==> src/hw/ppcs_cfg.svh <==
// Register offsets, field positions, reset values for the printer port block
`ifndef PPCS_CFG_SVH
`define PPCS_CFG_SVH
`define PPCS_OFF_CTRL     12'h000
`define PPCS_OFF_STAT     12'h004
`define PPCS_OFF_MODE     12'h008
`define PPCS_OFF_EVT      12'h00C
`define PPCS_OFF_EVT_CLR  12'h010
`define PPCS_OFF_EVT_EN   12'h014
`define PPCS_CTRL_STROBE  0
`define PPCS_CTRL_AUTOFD  1
`define PPCS_CTRL_INIT    2
`define PPCS_CTRL_SELECT  3
`define PPCS_CTRL_IRQEN   4
`define PPCS_STAT_FAULT   3
`define PPCS_STAT_ONLINE  4
`define PPCS_STAT_PAPER   5
`define PPCS_STAT_ACK     6
`define PPCS_STAT_BUSY    7
`define PPCS_CTRL_RESET   5'h04
`define PPCS_SYNC_RESET   5'h0b
`define PPCS_EVT_ACK      0
`define PPCS_EVT_FAULT    1
`define PPCS_EVT_PAPER    2
`define PPCS_NUM_EVT      3
`endif

==> src/hw/ppcs_pkg.sv <==
// Types shared by the printer port block
package ppcs_pkg;
  typedef enum logic [1:0] {
    PPCS_MODE_STD = 2'b00,
    PPCS_MODE_EPP = 2'b01,
    PPCS_MODE_ECP = 2'b10
  } ppcs_mode_t;
endpackage

==> src/hw/ppcs_evt.sv <==
// Sticky event bits with set and clear, one bit per generate entry
`timescale 1ns/1ps
`default_nettype none
module ppcs_evt #(
  parameter int N = 3
) (
  input  wire logic         pclk,
  input  wire logic         presetn,
  input  wire logic [N-1:0] evt_set,
  input  wire logic [N-1:0] evt_clr,
  output var  logic [N-1:0] evt_q
);
  genvar i;
  generate
    for (i = 0; i < N; i++) begin : g_bit
      // Set wins over clear
      always_ff @(posedge pclk or negedge presetn) begin
        if (!presetn) begin
          evt_q[i] <= 1'b0;
        end else if (evt_set[i]) begin
          evt_q[i] <= 1'b1;
        end else if (evt_clr[i]) begin
          evt_q[i] <= 1'b0;
        end
      end
    end
  endgenerate
endmodule // ppcs_evt
`default_nettype wire

==> src/hw/ppcs_port.sv <==
// Standard-mode printer port control and status with APB registers
`timescale 1ns/1ps
`default_nettype none
`include "ppcs_cfg.svh"
module ppcs_port (
  input  wire logic        pclk,
  input  wire logic        presetn,
  input  wire logic        psel,
  input  wire logic        penable,
  input  wire logic        pwrite,
  input  wire logic [11:0] paddr,
  input  wire logic [31:0] pwdata,
  output var  logic [31:0] prdata,
  output var  logic        pready,
  output var  logic        pslverr,
  input  wire logic        busy_in,
  input  wire logic        printer_took_data_in,
  input  wire logic        paper_out_in,
  input  wire logic        printer_online_in,
  input  wire logic        printer_fault_in,
  output var  logic        printer_select_out,
  output var  logic        printer_initialise_out,
  output var  logic        auto_line_feed_out,
  output var  logic        data_latch_pulse_out,
  output var  logic        pins_owned,
  output var  logic        port_irq_line_b,
  output var  logic        irq
);
  // ---------------------------------------------------------------
  // Input synchronisers
  // ---------------------------------------------------------------
  logic [4:0] pin_raw;
  logic [4:0] pin_s;
  assign pin_raw = {busy_in, printer_took_data_in, paper_out_in,
                    printer_online_in, printer_fault_in};
  ppcs_sync #(.W(5), .RST_VAL(`PPCS_SYNC_RESET)) u_sync (
    .pclk     (pclk),
    .presetn  (presetn),
    .pin_in   (pin_raw),
    .sync_out (pin_s)
  );
  wire busy_s   = pin_s[4];
  wire ack_s    = pin_s[3];
  wire paper_s  = pin_s[2];
  wire online_s = pin_s[1];
  wire fault_s  = pin_s[0];

  // ---------------------------------------------------------------
  // Register state
  // ---------------------------------------------------------------
  logic [4:0]               ctrl_q;
  ppcs_pkg::ppcs_mode_t     mode_q;
  logic [`PPCS_NUM_EVT-1:0] evt_en_q;
  logic [`PPCS_NUM_EVT-1:0] evt_q;
  logic [`PPCS_NUM_EVT-1:0] evt_clr;
  logic [`PPCS_NUM_EVT-1:0] evt_set;
  logic                     ack_prev_q;
  logic                     fault_prev_q;
  logic                     paper_prev_q;

  // ---------------------------------------------------------------
  // APB decode
  // ---------------------------------------------------------------
  wire wr_en     = psel & penable & pwrite & pready;
  wire rd_en     = psel & penable & ~pwrite & pready;
  wire hit_ctrl  = paddr == `PPCS_OFF_CTRL;
  wire hit_stat  = paddr == `PPCS_OFF_STAT;
  wire hit_mode  = paddr == `PPCS_OFF_MODE;
  wire hit_evt   = paddr == `PPCS_OFF_EVT;
  wire hit_clr   = paddr == `PPCS_OFF_EVT_CLR;
  wire hit_en    = paddr == `PPCS_OFF_EVT_EN;
  wire hit_any   = hit_ctrl | hit_stat | hit_mode | hit_evt | hit_clr | hit_en;
  wire std_mode  = mode_q == ppcs_pkg::PPCS_MODE_STD;

  logic [7:0] stat_val;
  assign stat_val[`PPCS_STAT_BUSY]   = ~busy_s;
  assign stat_val[`PPCS_STAT_ACK]    = ack_s;
  assign stat_val[`PPCS_STAT_PAPER]  = paper_s;
  assign stat_val[`PPCS_STAT_ONLINE] = online_s;
  assign stat_val[`PPCS_STAT_FAULT]  = fault_s;
  assign stat_val[2:0]               = 3'b000;

  logic [31:0] rd_mux;
  assign rd_mux = hit_ctrl ? {27'h000_0000, ctrl_q} :
                  hit_stat ? {24'h00_0000, stat_val} :
                  hit_mode ? {30'h0000_0000, mode_q} :
                  hit_evt  ? {29'h0000_0000, evt_q} :
                  hit_en   ? {29'h0000_0000, evt_en_q} :
                  32'h0000_0000;

  // Events: falling acknowledge, falling fault, rising paper out
  assign evt_set = {paper_s & ~paper_prev_q, ~fault_s & fault_prev_q, ~ack_s & ack_prev_q};
  assign evt_clr = (wr_en && hit_clr) ? pwdata[`PPCS_NUM_EVT-1:0] : '0;

  ppcs_evt #(.N(`PPCS_NUM_EVT)) u_evt (
    .pclk    (pclk),
    .presetn (presetn),
    .evt_set (evt_set),
    .evt_clr (evt_clr),
    .evt_q   (evt_q)
  );

  // ---------------------------------------------------------------
  // Bus slave: one wait state, answer in second access cycle
  // ---------------------------------------------------------------
  always_ff @(posedge pclk or negedge presetn) begin
    if (!presetn) begin
      pready  <= 1'b0;
      pslverr <= 1'b0;
      prdata  <= 32'h0000_0000;
    end else begin
      pready  <= psel & penable & ~pready;
      pslverr <= psel & penable & ~pready & ~hit_any;
      prdata  <= (psel & penable & ~pready & ~pwrite) ? rd_mux : 32'h0000_0000;
    end
  end

  always_ff @(posedge pclk or negedge presetn) begin
    if (!presetn) begin
      ctrl_q   <= `PPCS_CTRL_RESET;
      mode_q   <= ppcs_pkg::PPCS_MODE_STD;
      evt_en_q <= '0;
    end else if (wr_en) begin
      if (hit_ctrl) begin
        ctrl_q <= pwdata[4:0];
      end
      if (hit_mode) begin
        mode_q <= ppcs_pkg::ppcs_mode_t'(pwdata[1:0]);
      end
      if (hit_en) begin
        evt_en_q <= pwdata[`PPCS_NUM_EVT-1:0];
      end
    end
  end

  always_ff @(posedge pclk or negedge presetn) begin
    if (!presetn) begin
      ack_prev_q   <= 1'b1;
      fault_prev_q <= 1'b1;
      paper_prev_q <= 1'b0;
    end else begin
      ack_prev_q   <= ack_s;
      fault_prev_q <= fault_s;
      paper_prev_q <= paper_s;
    end
  end

  // ---------------------------------------------------------------
  // Pin outputs, registered
  // ---------------------------------------------------------------
  always_ff @(posedge pclk or negedge presetn) begin
    if (!presetn) begin
      printer_select_out     <= 1'b1;
      printer_initialise_out <= 1'b1;
      auto_line_feed_out     <= 1'b1;
      data_latch_pulse_out   <= 1'b1;
      pins_owned             <= 1'b1;
      port_irq_line_b        <= 1'b0;
      irq                    <= 1'b0;
    end else begin
      printer_select_out     <= ~ctrl_q[`PPCS_CTRL_SELECT];
      printer_initialise_out <= ctrl_q[`PPCS_CTRL_INIT];
      auto_line_feed_out     <= ~ctrl_q[`PPCS_CTRL_AUTOFD];
      data_latch_pulse_out   <= ~ctrl_q[`PPCS_CTRL_STROBE];
      pins_owned             <= std_mode;
      port_irq_line_b        <= ctrl_q[`PPCS_CTRL_IRQEN] & ~ack_s & std_mode;
      irq                    <= |(evt_q & evt_en_q);
    end
  end

  // ---------------------------------------------------------------
  // Assertions
  // ---------------------------------------------------------------
  property p_select;
    @(posedge pclk) disable iff (!presetn)
      printer_select_out == !$past(ctrl_q[`PPCS_CTRL_SELECT]);
  endproperty
  a_select: assert property (p_select) else $error("select wrong");

  property p_init;
    @(posedge pclk) disable iff (!presetn)
      $rose(ctrl_q[`PPCS_CTRL_INIT]) |=> printer_initialise_out;
  endproperty
  a_init: assert property (p_init) else $error("init wrong");

  property p_autofd;
    @(posedge pclk) disable iff (!presetn)
      ctrl_q[`PPCS_CTRL_AUTOFD] |=> !auto_line_feed_out;
  endproperty
  a_autofd: assert property (p_autofd) else $error("autofeed wrong");

  property p_strobe;
    @(posedge pclk) disable iff (!presetn)
      (wr_en && hit_ctrl && pwdata[`PPCS_CTRL_STROBE]) |=> ##1 !data_latch_pulse_out;
  endproperty
  a_strobe: assert property (p_strobe) else $error("strobe wrong");

  property p_busy;
    @(posedge pclk) disable iff (!presetn)
      (rd_en && hit_stat) |-> prdata[`PPCS_STAT_BUSY] == !$past(busy_s);
  endproperty
  a_busy: assert property (p_busy) else $error("busy bit wrong");

  property p_ack;
    @(posedge pclk) disable iff (!presetn)
      (rd_en && hit_stat) |-> prdata[`PPCS_STAT_ACK] == $past(ack_s);
  endproperty
  a_ack: assert property (p_ack) else $error("ack bit wrong");

  property p_irq_gate;
    @(posedge pclk) disable iff (!presetn)
      !ctrl_q[`PPCS_CTRL_IRQEN] [*2] |-> !port_irq_line_b;
  endproperty
  a_irq_gate: assert property (p_irq_gate) else $error("irq not gated");

  property p_paper;
    @(posedge pclk) disable iff (!presetn)
      (rd_en && hit_stat) |-> prdata[`PPCS_STAT_PAPER] == $past(paper_s);
  endproperty
  a_paper: assert property (p_paper) else $error("paper bit wrong");

  property p_online;
    @(posedge pclk) disable iff (!presetn)
      (rd_en && hit_stat) |-> prdata[`PPCS_STAT_ONLINE] == $past(online_s);
  endproperty
  a_online: assert property (p_online) else $error("online bit wrong");

  property p_fault;
    @(posedge pclk) disable iff (!presetn)
      (rd_en && hit_stat) |-> prdata[`PPCS_STAT_FAULT] == $past(fault_s);
  endproperty
  a_fault: assert property (p_fault) else $error("fault bit wrong");

  property p_ctrl_wr;
    @(posedge pclk) disable iff (!presetn)
      (wr_en && hit_ctrl) |=> ctrl_q == $past(pwdata[4:0]);
  endproperty
  a_ctrl_wr: assert property (p_ctrl_wr) else $error("ctrl write lost");

  property p_release;
    @(posedge pclk) disable iff (!presetn)
      (mode_q != ppcs_pkg::PPCS_MODE_STD) |=> !pins_owned && !port_irq_line_b;
  endproperty
  a_release: assert property (p_release) else $error("pins not released");

  property p_init_eq;
    @(posedge pclk) disable iff (!presetn)
      printer_initialise_out == $past(ctrl_q[`PPCS_CTRL_INIT]);
  endproperty
  a_init_eq: assert property (p_init_eq) else $error("init level wrong");

  property p_autofd_eq;
    @(posedge pclk) disable iff (!presetn)
      auto_line_feed_out == !$past(ctrl_q[`PPCS_CTRL_AUTOFD]);
  endproperty
  a_autofd_eq: assert property (p_autofd_eq) else $error("autofeed level wrong");

  property p_strobe_eq;
    @(posedge pclk) disable iff (!presetn)
      data_latch_pulse_out == !$past(ctrl_q[`PPCS_CTRL_STROBE]);
  endproperty
  a_strobe_eq: assert property (p_strobe_eq) else $error("strobe level wrong");

  property p_irq_set;
    @(posedge pclk) disable iff (!presetn)
      (ctrl_q[`PPCS_CTRL_IRQEN] && !ack_s && std_mode) |=> port_irq_line_b;
  endproperty
  a_irq_set: assert property (p_irq_set) else $error("port irq missing");

  property p_ctrl_rd;
    @(posedge pclk) disable iff (!presetn)
      (rd_en && hit_ctrl) |-> prdata[4:0] == $past(ctrl_q);
  endproperty
  a_ctrl_rd: assert property (p_ctrl_rd) else $error("ctrl readback wrong");

  property p_irq_level;
    @(posedge pclk) disable iff (!presetn)
      irq == $past(|(evt_q & evt_en_q));
  endproperty
  a_irq_level: assert property (p_irq_level) else $error("event irq wrong");
endmodule // ppcs_port
`default_nettype wire

==> src/hw/ppcs_sync.sv <==
// Two-flop synchroniser bank for pin inputs
`timescale 1ns/1ps
`default_nettype none
module ppcs_sync #(
  parameter int           W       = 5,
  parameter logic [W-1:0] RST_VAL = '0
) (
  input  wire logic         pclk,
  input  wire logic         presetn,
  input  wire logic [W-1:0] pin_in,
  output var  logic [W-1:0] sync_out
);
  logic [W-1:0] meta_q;
  always_ff @(posedge pclk or negedge presetn) begin
    if (!presetn) begin
      // Idle pin levels, so no false edge after reset
      meta_q   <= RST_VAL;
      sync_out <= RST_VAL;
    end else begin
      meta_q   <= pin_in;
      sync_out <= meta_q;
    end
  end
endmodule // ppcs_sync
`default_nettype wire

==> config.mk <==
export PLATFORM = sky130hd
export DESIGN_NAME = ppcs_port
export DESIGN_NICKNAME = d
export VERILOG_FILES = /design/src/hw/ppcs_pkg.sv /design/src/hw/ppcs_evt.sv /design/src/hw/ppcs_port.sv /design/src/hw/ppcs_sync.sv
export VERILOG_INCLUDE_DIRS = /design/src /design/src/hw
export SDC_FILE = /design/constraint.sdc
export NUM_CORES = 1
export LEC_CHECK = 0
export BUFFER_PORTS_ARGS = -buffer_cell sky130_fd_sc_hd__buf_2
export CAP_MARGIN = 20
export CORE_MARGIN = 2
export CORE_UTILIZATION = 44
export DETAILED_ROUTE_END_ITERATION = 12
export GPL_ROUTABILITY_DRIVEN = 0
export PLACE_DENSITY_LB_ADDON = 0.1
export SYNTH_ARGS = -nofsm -noshare
export SYNTH_HDL_FRONTEND = slang
export SYNTH_SLANG_ARGS = --single-unit
==> constraint.sdc <==
create_clock -name pclk -period 1.9 [get_ports pclk]
set_clock_uncertainty 0.2 [all_clocks]
set_input_delay 0.38 -clock pclk [delete_from_list [all_inputs] [get_ports pclk]]
set_output_delay 0.38 -clock pclk [all_outputs]
set_load 0.02 [all_outputs]
### Word level (Yosys, flattened, before mapping)

Cells that the tools add are included.

| word-level totals | value |
|---|---|
| memory bits (read-only) | 0 |
| bits of input ports | 54 |
| output and inout port bits | 41 |
| memories kept | 0 |
| RAM bits | 0 |
| logic and storage cells | 76 |
| register bits after elaboration | 43 |
| latch bits | 0 |

| operators by class | value |
|---|---|
| shift-type cells | 0 |
| multipliers | 0 |
| reduce and logical (&&, ||, !) cells | 10 |
| bitwise gates (word level) | 27 |
| multiplexer cells | 13 |
| equal/unequal tests | 5 |
| magnitude comparators | 0 |
| div/mod/pow operators | 0 |
| add/sub/neg operators | 0 |

Operator list:

| operator | count |
|---|---|
| $eq A12 B4 Y1 const B | 2 |
| $eq A12 B5 Y1 const B | 2 |
| $mux W8 | 3 |
| $eq A12 B3 Y1 const B | 1 |
| $logic_not A12 Y1 | 1 |
| $mux W3 | 4 |
| $and A1 B1 Y1 | 11 |
| $not A1 Y1 | 10 |
| $mux W1 | 6 |
| $reduce_and A2 Y1 | 3 |
| $reduce_bool A2 Y1 | 3 |
| $or A1 B1 Y1 | 5 |
| $and A3 B3 Y3 | 1 |
| $reduce_or A3 Y1 | 1 |
| $logic_not A2 Y1 | 1 |
| $logic_and A1 B1 Y1 | 1 |

### Logic depth before layout (Yosys ltp)

Gate-level depths: netlist of the first run.

| logic depth | value |
|---|---|
| depth in word-level cells | 8 |
| depth in mapped cells | 5 |
| depth with buffers taken out | 4 |

### Hierarchy

Synthesis of the first run repeated with hierarchy kept, for this count alone.

| second synthesis, totals | value |
|---|---|
| cells, all modules | 144 |
| area, all modules | 1843.0 um^2 |

By module, submodules not included:

| module | area an instance (um^2) | times used | cells an instance | seq. area each (um^2) |
|---|---|---|---|---|
| ppcs_port | 1476.4 | 1 | 125 | 760.7 |
| ppcs_sync | 257.7 | 1 | 10 | 257.7 |
| ppcs_evt | 108.9 | 1 | 9 | 75.1 |

### Least setup slack after synthesis of the first run

Ideal clock, no wire load.

| timing | value |
|---|---|
| path type | input -> register |
| from | input port paddr[6] |
| to | register mode_q[0] |
| buffers on the path | 0 |
| setup time | 0.125 ns |
| data required time | 1.575 ns |
| arrival time | 1.781 ns |
| setup slack | -0.206 ns |
| stages | 4 |
| cell sequence | or4_1 nor3_1 and3_1 mux2_2 |

| between the ends | value |
|---|---|
| longest elaborated chain between the ends | 2 |

RTL lines:

| item | RTL line | RTL |
|---|---|---|
| start: declaration | ppcs_port.sv:11 | `input wire logic [11:0] paddr,` |
| $eq A12 B4 Y1 (no source line) | - |  |
| $reduce_and A2 Y1 (no source line) | - |  |
| end signal: assignment | ppcs_port.sv:121 | `mode_q <= ppcs_pkg::PPCS_MODE_STD;` |
| end signal: assignment | ppcs_port.sv:128 | `mode_q <= ppcs_pkg::ppcs_mode_t'(pwdata[1:0]);` |
| end: declaration | ppcs_port.sv:52 | `ppcs_pkg::ppcs_mode_t mode_q;` |

No other way between the ends.
A chain may end at the register's enable or synchronous reset.

### Worst setup path after layout of the first run

| timing | value |
|---|---|
| from | input port paddr[8] |
| to | register evt_en_q[1] |

| between the ends | value |
|---|---|
| longest elaborated chain between the ends | 2 |

RTL lines:

| item | RTL line | RTL |
|---|---|---|
| $eq A12 B5 Y1 (no source line) | - |  |
| $reduce_and A2 Y1 (no source line) | - |  |
| end signal: assignment | ppcs_port.sv:131 | `` evt_en_q <= pwdata[`PPCS_NUM_EVT-1:0]; `` |
| end: declaration | ppcs_port.sv:53 | `` logic [`PPCS_NUM_EVT-1:0] evt_en_q; `` |

No other way between the ends.

==> impl_summary.log, run 1 <==
INFO  metric fp.dieArea = between 4000 and 5000 um2
INFO  metric initialDrtViolationCount = 35
INFO  metric synth_sequential_area_ratio = between 60 and 70%
INFO  metric synth_largest_type_area_fraction = between 40 and 50%
INFO  metric cts.root.buffer_cell = clkbuf_8
INFO  metric pin_count_of_the_biggest_net_entering_global_routing = 44
INFO  metric grt_pass1_vias = 1099
INFO  metric drt_pre_antenna_iters = 4
INFO  metric clock_latency = 0.30 ns
INFO  metric die_width = 67.6 um
INFO  metric synthCells = 140
INFO  metric cts_num_sinks = 43
INFO  metric synthesis.yosys.warnings = 0
INFO  metric die_height = around 68 um
INFO  metric critical_path_class = in -> reg
INFO  metric detail_route.vias_per_cell = approximately 4.6
INFO  metric floorplan.rows = 23
INFO  metric route.detailed.wl_per_inst = 12.8 um
INFO  metric starting_utilization_of_the_core_area = 45.1%
INFO  metric rr_worst_depth = 4
INFO  metric drive_gt1_share = 40.6%
INFO  metric post_synth_instance_area = 1780 um2
INFO  metric cts_tree = built
INFO  metric crit_path_start_kind = input port
INFO  metric pin_count = 95
INFO  metric timing.max_slew.rel_slack = 65.8%
INFO  metric finalWirelength = between 3 and 4 mm
INFO  metric finalSetupViolations = 3
INFO  metric hold_depth = 2
INFO  metric core_area = 3940 um2
INFO  metric routed-via-count = 1130
INFO  metric setup-tns-final = -0.0110 ns
INFO  metric edff_count_synth = 0
INFO  metric cellLeakagePower = about 1.1 nW
INFO  metric netlist.top_cell.by_area = dfrtp_1
INFO  metric yosys-top-cells-area = dfrtp_1 (41%), dfstp_2 (21%), buf_4 (10%)
INFO  metric final_common_cell = buf_2
INFO  metric timing.final.crit_share = 100%
INFO  metric detailed_place_hpwl = 2.38 mm
INFO  metric final_global_route_overflow_total = 0
INFO  metric end_kind = register
INFO  metric grt_usage = 15.3%
INFO  metric status = finished, violations left
INFO  metric clkSlewWorstSetupHoldPaths = about 0.080 ns
INFO  metric diodes = 0
INFO  metric areaGrowthSynthToFinish = 20.4%
INFO  metric worst_setup_slack_after_layout = -0.00803 ns
INFO  metric max_cap_viol_count = 0
INFO  metric fin_worst_hold_slack = 0.102 ns
INFO  metric wire_length_of_the_first_global_routing_pass = roughly 4.9 mm
INFO  metric cts_max_level = 2
INFO  metric antenna_violating_nets_left = 0
INFO  metric ir_drop = 501 uV
INFO  metric async_reset_ff_share = between 90% and 100%
INFO  metric report.final.hold_viol_count = 0
INFO  metric power.density_cell_area = approximately 760 nW/um2
INFO  metric ys_seq_elements = 43
INFO  metric syn-mean-instance-area = 12.7 um2
INFO  metric critical_path_required = roughly 1.9 ns
INFO  metric synth_ff_type = dfrtp_1
INFO  metric drcViolationCount = 0
INFO  metric cp.arrival = 1.89 ns
INFO  metric grt_antenna_before_repair = 0
INFO  metric violations = setup timing
INFO  metric worst-slew-pin-transition = roughly 0.51 ns
INFO  metric final_nets = 250
INFO  metric timing_max_transition_violations_final = 0
INFO  metric hp-class = in -> reg
INFO  metric maxClockFrequency = about 520 MHz
INFO  metric mostFrequentLayoutCells = buf_2 (42), dfrtp_1 (29), conb_1 (24), dfstp_2 (14), inv_1 (10)
INFO  metric clock_path_buffers = 2
INFO  metric cts_made_buffers = 5
INFO  metric placement.io_buffers = 43
INFO  metric post_cts_buffers = 0
INFO  metric yosysUniqueCellTypes = 32
INFO  metric critPathMaxFanout = 3
INFO  metric period_needed = 1.91 ns
INFO  metric rsz0062_at_grt = yes
area by class of cell:
class / count / area (um2)
inverters: 10 / 37.5
clock buffers: 6 / 72.6
fillers: 355 / 1800
well taps: 50 / 62.6
multi-input cells: 83 / 552
flip-flops and latches: 43 / 1090
repair buffers: 53 / 312
clock inverters: 2 / 12.5
cells in the mapped netlist, types with 2 or more instances:
cell,n
nand2_1,3
nand4_1,4
nor2b_1,3
a22oi_1,2
nor4_1,3
buf_4,24
dfrtp_1,29
mux2_1,3
mux2_2,7
dfstp_2,14
nor2_1,5
inv_1,10
and3_1,2
o21ai_0,2
clkbuf_1,3
and2_1,2
mux2i_1,2
nor3_1,3
a22o_1,6
power breakdown:
group / internal [mW] / leakage (nW) / total [mW] / switching [mW]
combinational: 0.0432 / 0.548 / 0.140 / 0.0968
clock: 0.256 / 0.0412 / 0.553 / 0.296
sequential: 0.939 / 0.523 / 0.945 / 0.00600
worst paths after layout:
path	from	end	slack, ns
max	paddr[8]	evt_en_q[1]	-0.008
min	pwrite	prdata[2]	0.10
max reg2reg	pready	mode_q[1]	0.22
min reg2reg	u_sync.meta_q[1]	u_sync.sync_out[1]	0.16
max in group asynchronous	presetn	printer_select_out	0.65
min in group asynchronous	presetn	pready	0.47
kinds of logic (layout without fill, tap and decap cells):
group	after synthesis	count (layout)	synth area share, %
multiplexers	12	12	7.45
flip-flops	43	43	61.5
buffers and inverters	37	71	12.9
AND/OR/NAND/NOR	34	34	12.3
AO/OA/AOI/OAI	13	13	5.70
other	1	24	0.211
per-stage QoR:
stage	instances	power [mW]	utilization (%)	area (um2)	setup WS (ns)
finish	247	1.64	54.3	2140	-0.00803
global route	247	1.72	54.3	2140	-0.0460
detailed placement	233	1.09	50.4	1990	-0.333
CTS	247	1.66	54.1	2130	-0.0169
floorplan	163	1.07	-	1870	-0.193
global placement	233	1.09	50.4	1990	-0.335
registers in the layout, summed over array words and instances, names as in the netlist, 2 cells and up:
register         count
ctrl_q               5
mode_q               2
u_sync.sync_out      5
u_evt.evt_q          3
prdata               8
u_sync.meta_q        5
evt_en_q             3
layer usage:
metal / routed length (um) / track usage [%] / vias up
li1: - / - / 543
met1: 1320 / 18.6 / 534
met2: 1550 / 24.8 / 47
met3: 229 / 5.00 / 6
met4: 54 / 6.89 / 0
met5: 0 / 0 / -
critical path, stage by stage:
cell,delay (ns)
buf_6,0.09
or4_4,0.56
nor4_4,0.33
nand4_2,0.19
mux2_1,0.34
what timing repair did:
action                                  CTS  global route
endpoints found under the setup margin    5             9
gates resized for setup                   0             2
pin swaps                                 0             1
hold buffers                              6             0
endpoints found under the hold margin    34             0
Power figures use the tool's default switching activity.
==> inputs of run 2 (changes only) <==
Settings changed: MAX_ROUTING_LAYER set to met4.
==> run 2 against run 1 <==
Against the previous run:
- the run still ends with setup timing left
- register-to-register slack barely moved
- core utilization did not move
- via count barely moved
- clock-buffer cell count did not move
- worst setup slack improved by 0.0019 ns
- largest power group unchanged
- highest routed layer unchanged
==> impl_summary.log, run 2 (same netlist as run 1, synthesis figures left out) <==
INFO  metric status = finished, violations left
INFO  metric violations = setup timing
INFO  metric mostFrequentLayoutCells = buf_2 (42), dfrtp_1 (29), conb_1 (24), dfstp_2 (14), inv_1 (10)
INFO  metric final_nets = 250
INFO  metric launch_instance_of_the_worst_min_delay_path = pwrite
INFO  metric cts_max_level = 2
INFO  metric rrSetupSlack = 0.22 ns
INFO  metric rr_worst_depth = 4
INFO  metric placed_cells_incl_taps = about 230
INFO  metric drt_pre_antenna_iters = 4
INFO  metric grt_usage = 15.7%
INFO  metric drive_gt1_share = between 40% and 50%
INFO  metric registers.top_by_ff_count = prdata
INFO  metric grt_pass1_vias = between 1000 and 1500
INFO  metric fp.dieArea = approximately 4600 um2
INFO  metric cts_made_buffers = 5
INFO  metric clock_path_buffers = 2
INFO  metric ir_drop = 501 uV
INFO  metric worst-slew-pin-transition = roughly 0.51 ns
INFO  metric rsz0062_at_grt = yes
INFO  metric timing_max_transition_violations_final = 0
INFO  metric cts_num_sinks = 43
INFO  metric worst_r2r_startpoint = pready
INFO  metric crit_buf_inv = 1
INFO  metric final_global_route_overflow_total = 0
INFO  metric wire_length_of_the_first_global_routing_pass = 4.93 mm
INFO  metric timing.critical_path.from = paddr[8]
INFO  metric crit_path_start_kind = input port
INFO  metric die_width = just under 70 um
INFO  metric grt_use_met1 = 18.3%
INFO  metric antenna_violating_nets_left = 0
INFO  metric fin_worst_hold_slack = 0.102 ns
INFO  metric hp-class = in -> reg
INFO  metric maxClockFrequency = 525 MHz
INFO  metric critical_path.top_delay_family = simple AND/OR/NAND/NOR gates
INFO  metric critPathMaxFanout = 3
INFO  metric pin_count_of_the_biggest_net_entering_global_routing = 44
INFO  metric largest_reg_flops = 8
INFO  metric areaGrowthSynthToFinish = 20.4%
INFO  metric route.detailed.wl_per_inst = about 13 um
INFO  metric critical_path_class = in -> reg
INFO  metric pin_count = between 90 and 100
INFO  metric finalSetupViolations = 2
INFO  metric setup-tns-final = -0.00654 ns
INFO  metric period_needed = 1.91 ns
INFO  metric starting_utilization_of_the_core_area = between 40% and 50%
INFO  metric power.density_cell_area = 765 nW/um2
INFO  metric die_height = approximately 68 um
INFO  metric floorplan.rows = 23
INFO  metric final_non_filler_cells = 247
INFO  metric clock_latency = approximately 0.30 ns
INFO  metric critPathSlowestCell = or4_4
INFO  metric detailed_place_hpwl = 2.38 mm
INFO  metric cts.root.buffer_cell = clkbuf_8
INFO  metric post_cts_buffers = 0
INFO  metric worst_setup_slack_after_layout = -0.00613 ns
INFO  metric clkSlewWorstSetupHoldPaths = around 0.08 ns
INFO  metric cellLeakagePower = 1.11 nW
INFO  metric initialDrtViolationCount = 32
INFO  metric dp_worst_setup_slack = -0.333 ns
INFO  metric hold_depth = 2
INFO  metric cts_tree = built
INFO  metric globalRouteMet3Util = ~5.0%
INFO  metric max_cap_viol_count = 0
INFO  metric worst_r2r_endpoint = mode_q[1]
INFO  metric core_area = 3940 um2
INFO  metric worstHoldEndpoint = prdata[2]
INFO  metric cp.arrival = roughly 1.9 ns
INFO  metric end_kind = register
INFO  metric grt_most_used_layer = met2
INFO  metric diodes = 0
INFO  metric placement.io_buffers = 43
INFO  metric critical_path_required = 1.88 ns
INFO  metric finalWirelength = approximately 3.2 mm
INFO  metric detail_route.vias_per_cell = 4.58
INFO  metric crit_path_max_incr_delay = ~0.56 ns
INFO  metric grt_use_met2 = 25.0%
INFO  metric timing.max_slew.rel_slack = roughly two thirds
INFO  metric report.final.hold_viol_count = 0
INFO  metric grt_antenna_before_repair = 0
INFO  metric path_cells = buf_6, or4_4, nor4_4, nand4_2, mux2_1
INFO  metric timing.final.crit_share = 100%
INFO  metric final_common_cell = buf_2
INFO  metric drcViolationCount = 0
INFO  metric routed-via-count = between 1000 and 1500
## run 2: cell counts in the layout (fill, tap and decap cells not counted)
Identical to the previous run, type by type.
## run 2: stage by stage
step | power, mW | util, % | cell area (um2)
3_3_place_gp | 1.09 | 50.4 | 1990
3_5_place_dp | 1.09 | 50.4 | 1990
4_1_cts | 1.66 | 54.1 | 2130
2_1_floorplan | 1.07 | - | 1870
6_report | 1.64 | 54.3 | 2140
5_1_grt | 1.72 | 54.3 | 2140
## run 2: cell type report
cell class,instances,area (um2)
fill,355,1800
sequential,43,1090
multi-input combinational,83,552
timing repair buffer,53,312
clock buffer,6,72.6
tap,50,62.6
inverter,10,37.5
clock inverter,2,12.5
## run 2: repair_timing
item | 4_1_cts | 5_1_grt
resized for setup | 0 | 2
hold buffers | 6 | 0
endpoints found under the setup margin | 5 | 9
endpoints found under the hold margin | 34 | 0
pin swaps | 0 | 1
## run 2: worst max path at each step
stage | cells after the start | slack, ns | to
floorplan | 4 | -0.19 | evt_en_q[0]
global placement | 5 | -0.34 | evt_en_q[0]
detailed placement | 5 | -0.33 | evt_en_q[2]
CTS | 5 | -0.02 | evt_en_q[1]
global route | 5 | -0.05 | ctrl_q[3]
finish | 5 | -0.006 | evt_en_q[1]
## run 2: power breakdown
group / switching (mW) / total (mW) / internal [mW]
sequential: 0.00596 / 0.944 / 0.939
combinational: 0.0969 / 0.140 / 0.0432
clock: 0.297 / 0.553 / 0.257
## run 2: layer usage
layer,part of all wire (%),up-vias
met2,49,43
met4,1.6,0
met1,42,538
li1,-,544
met5,0,-
met3,7.1,6
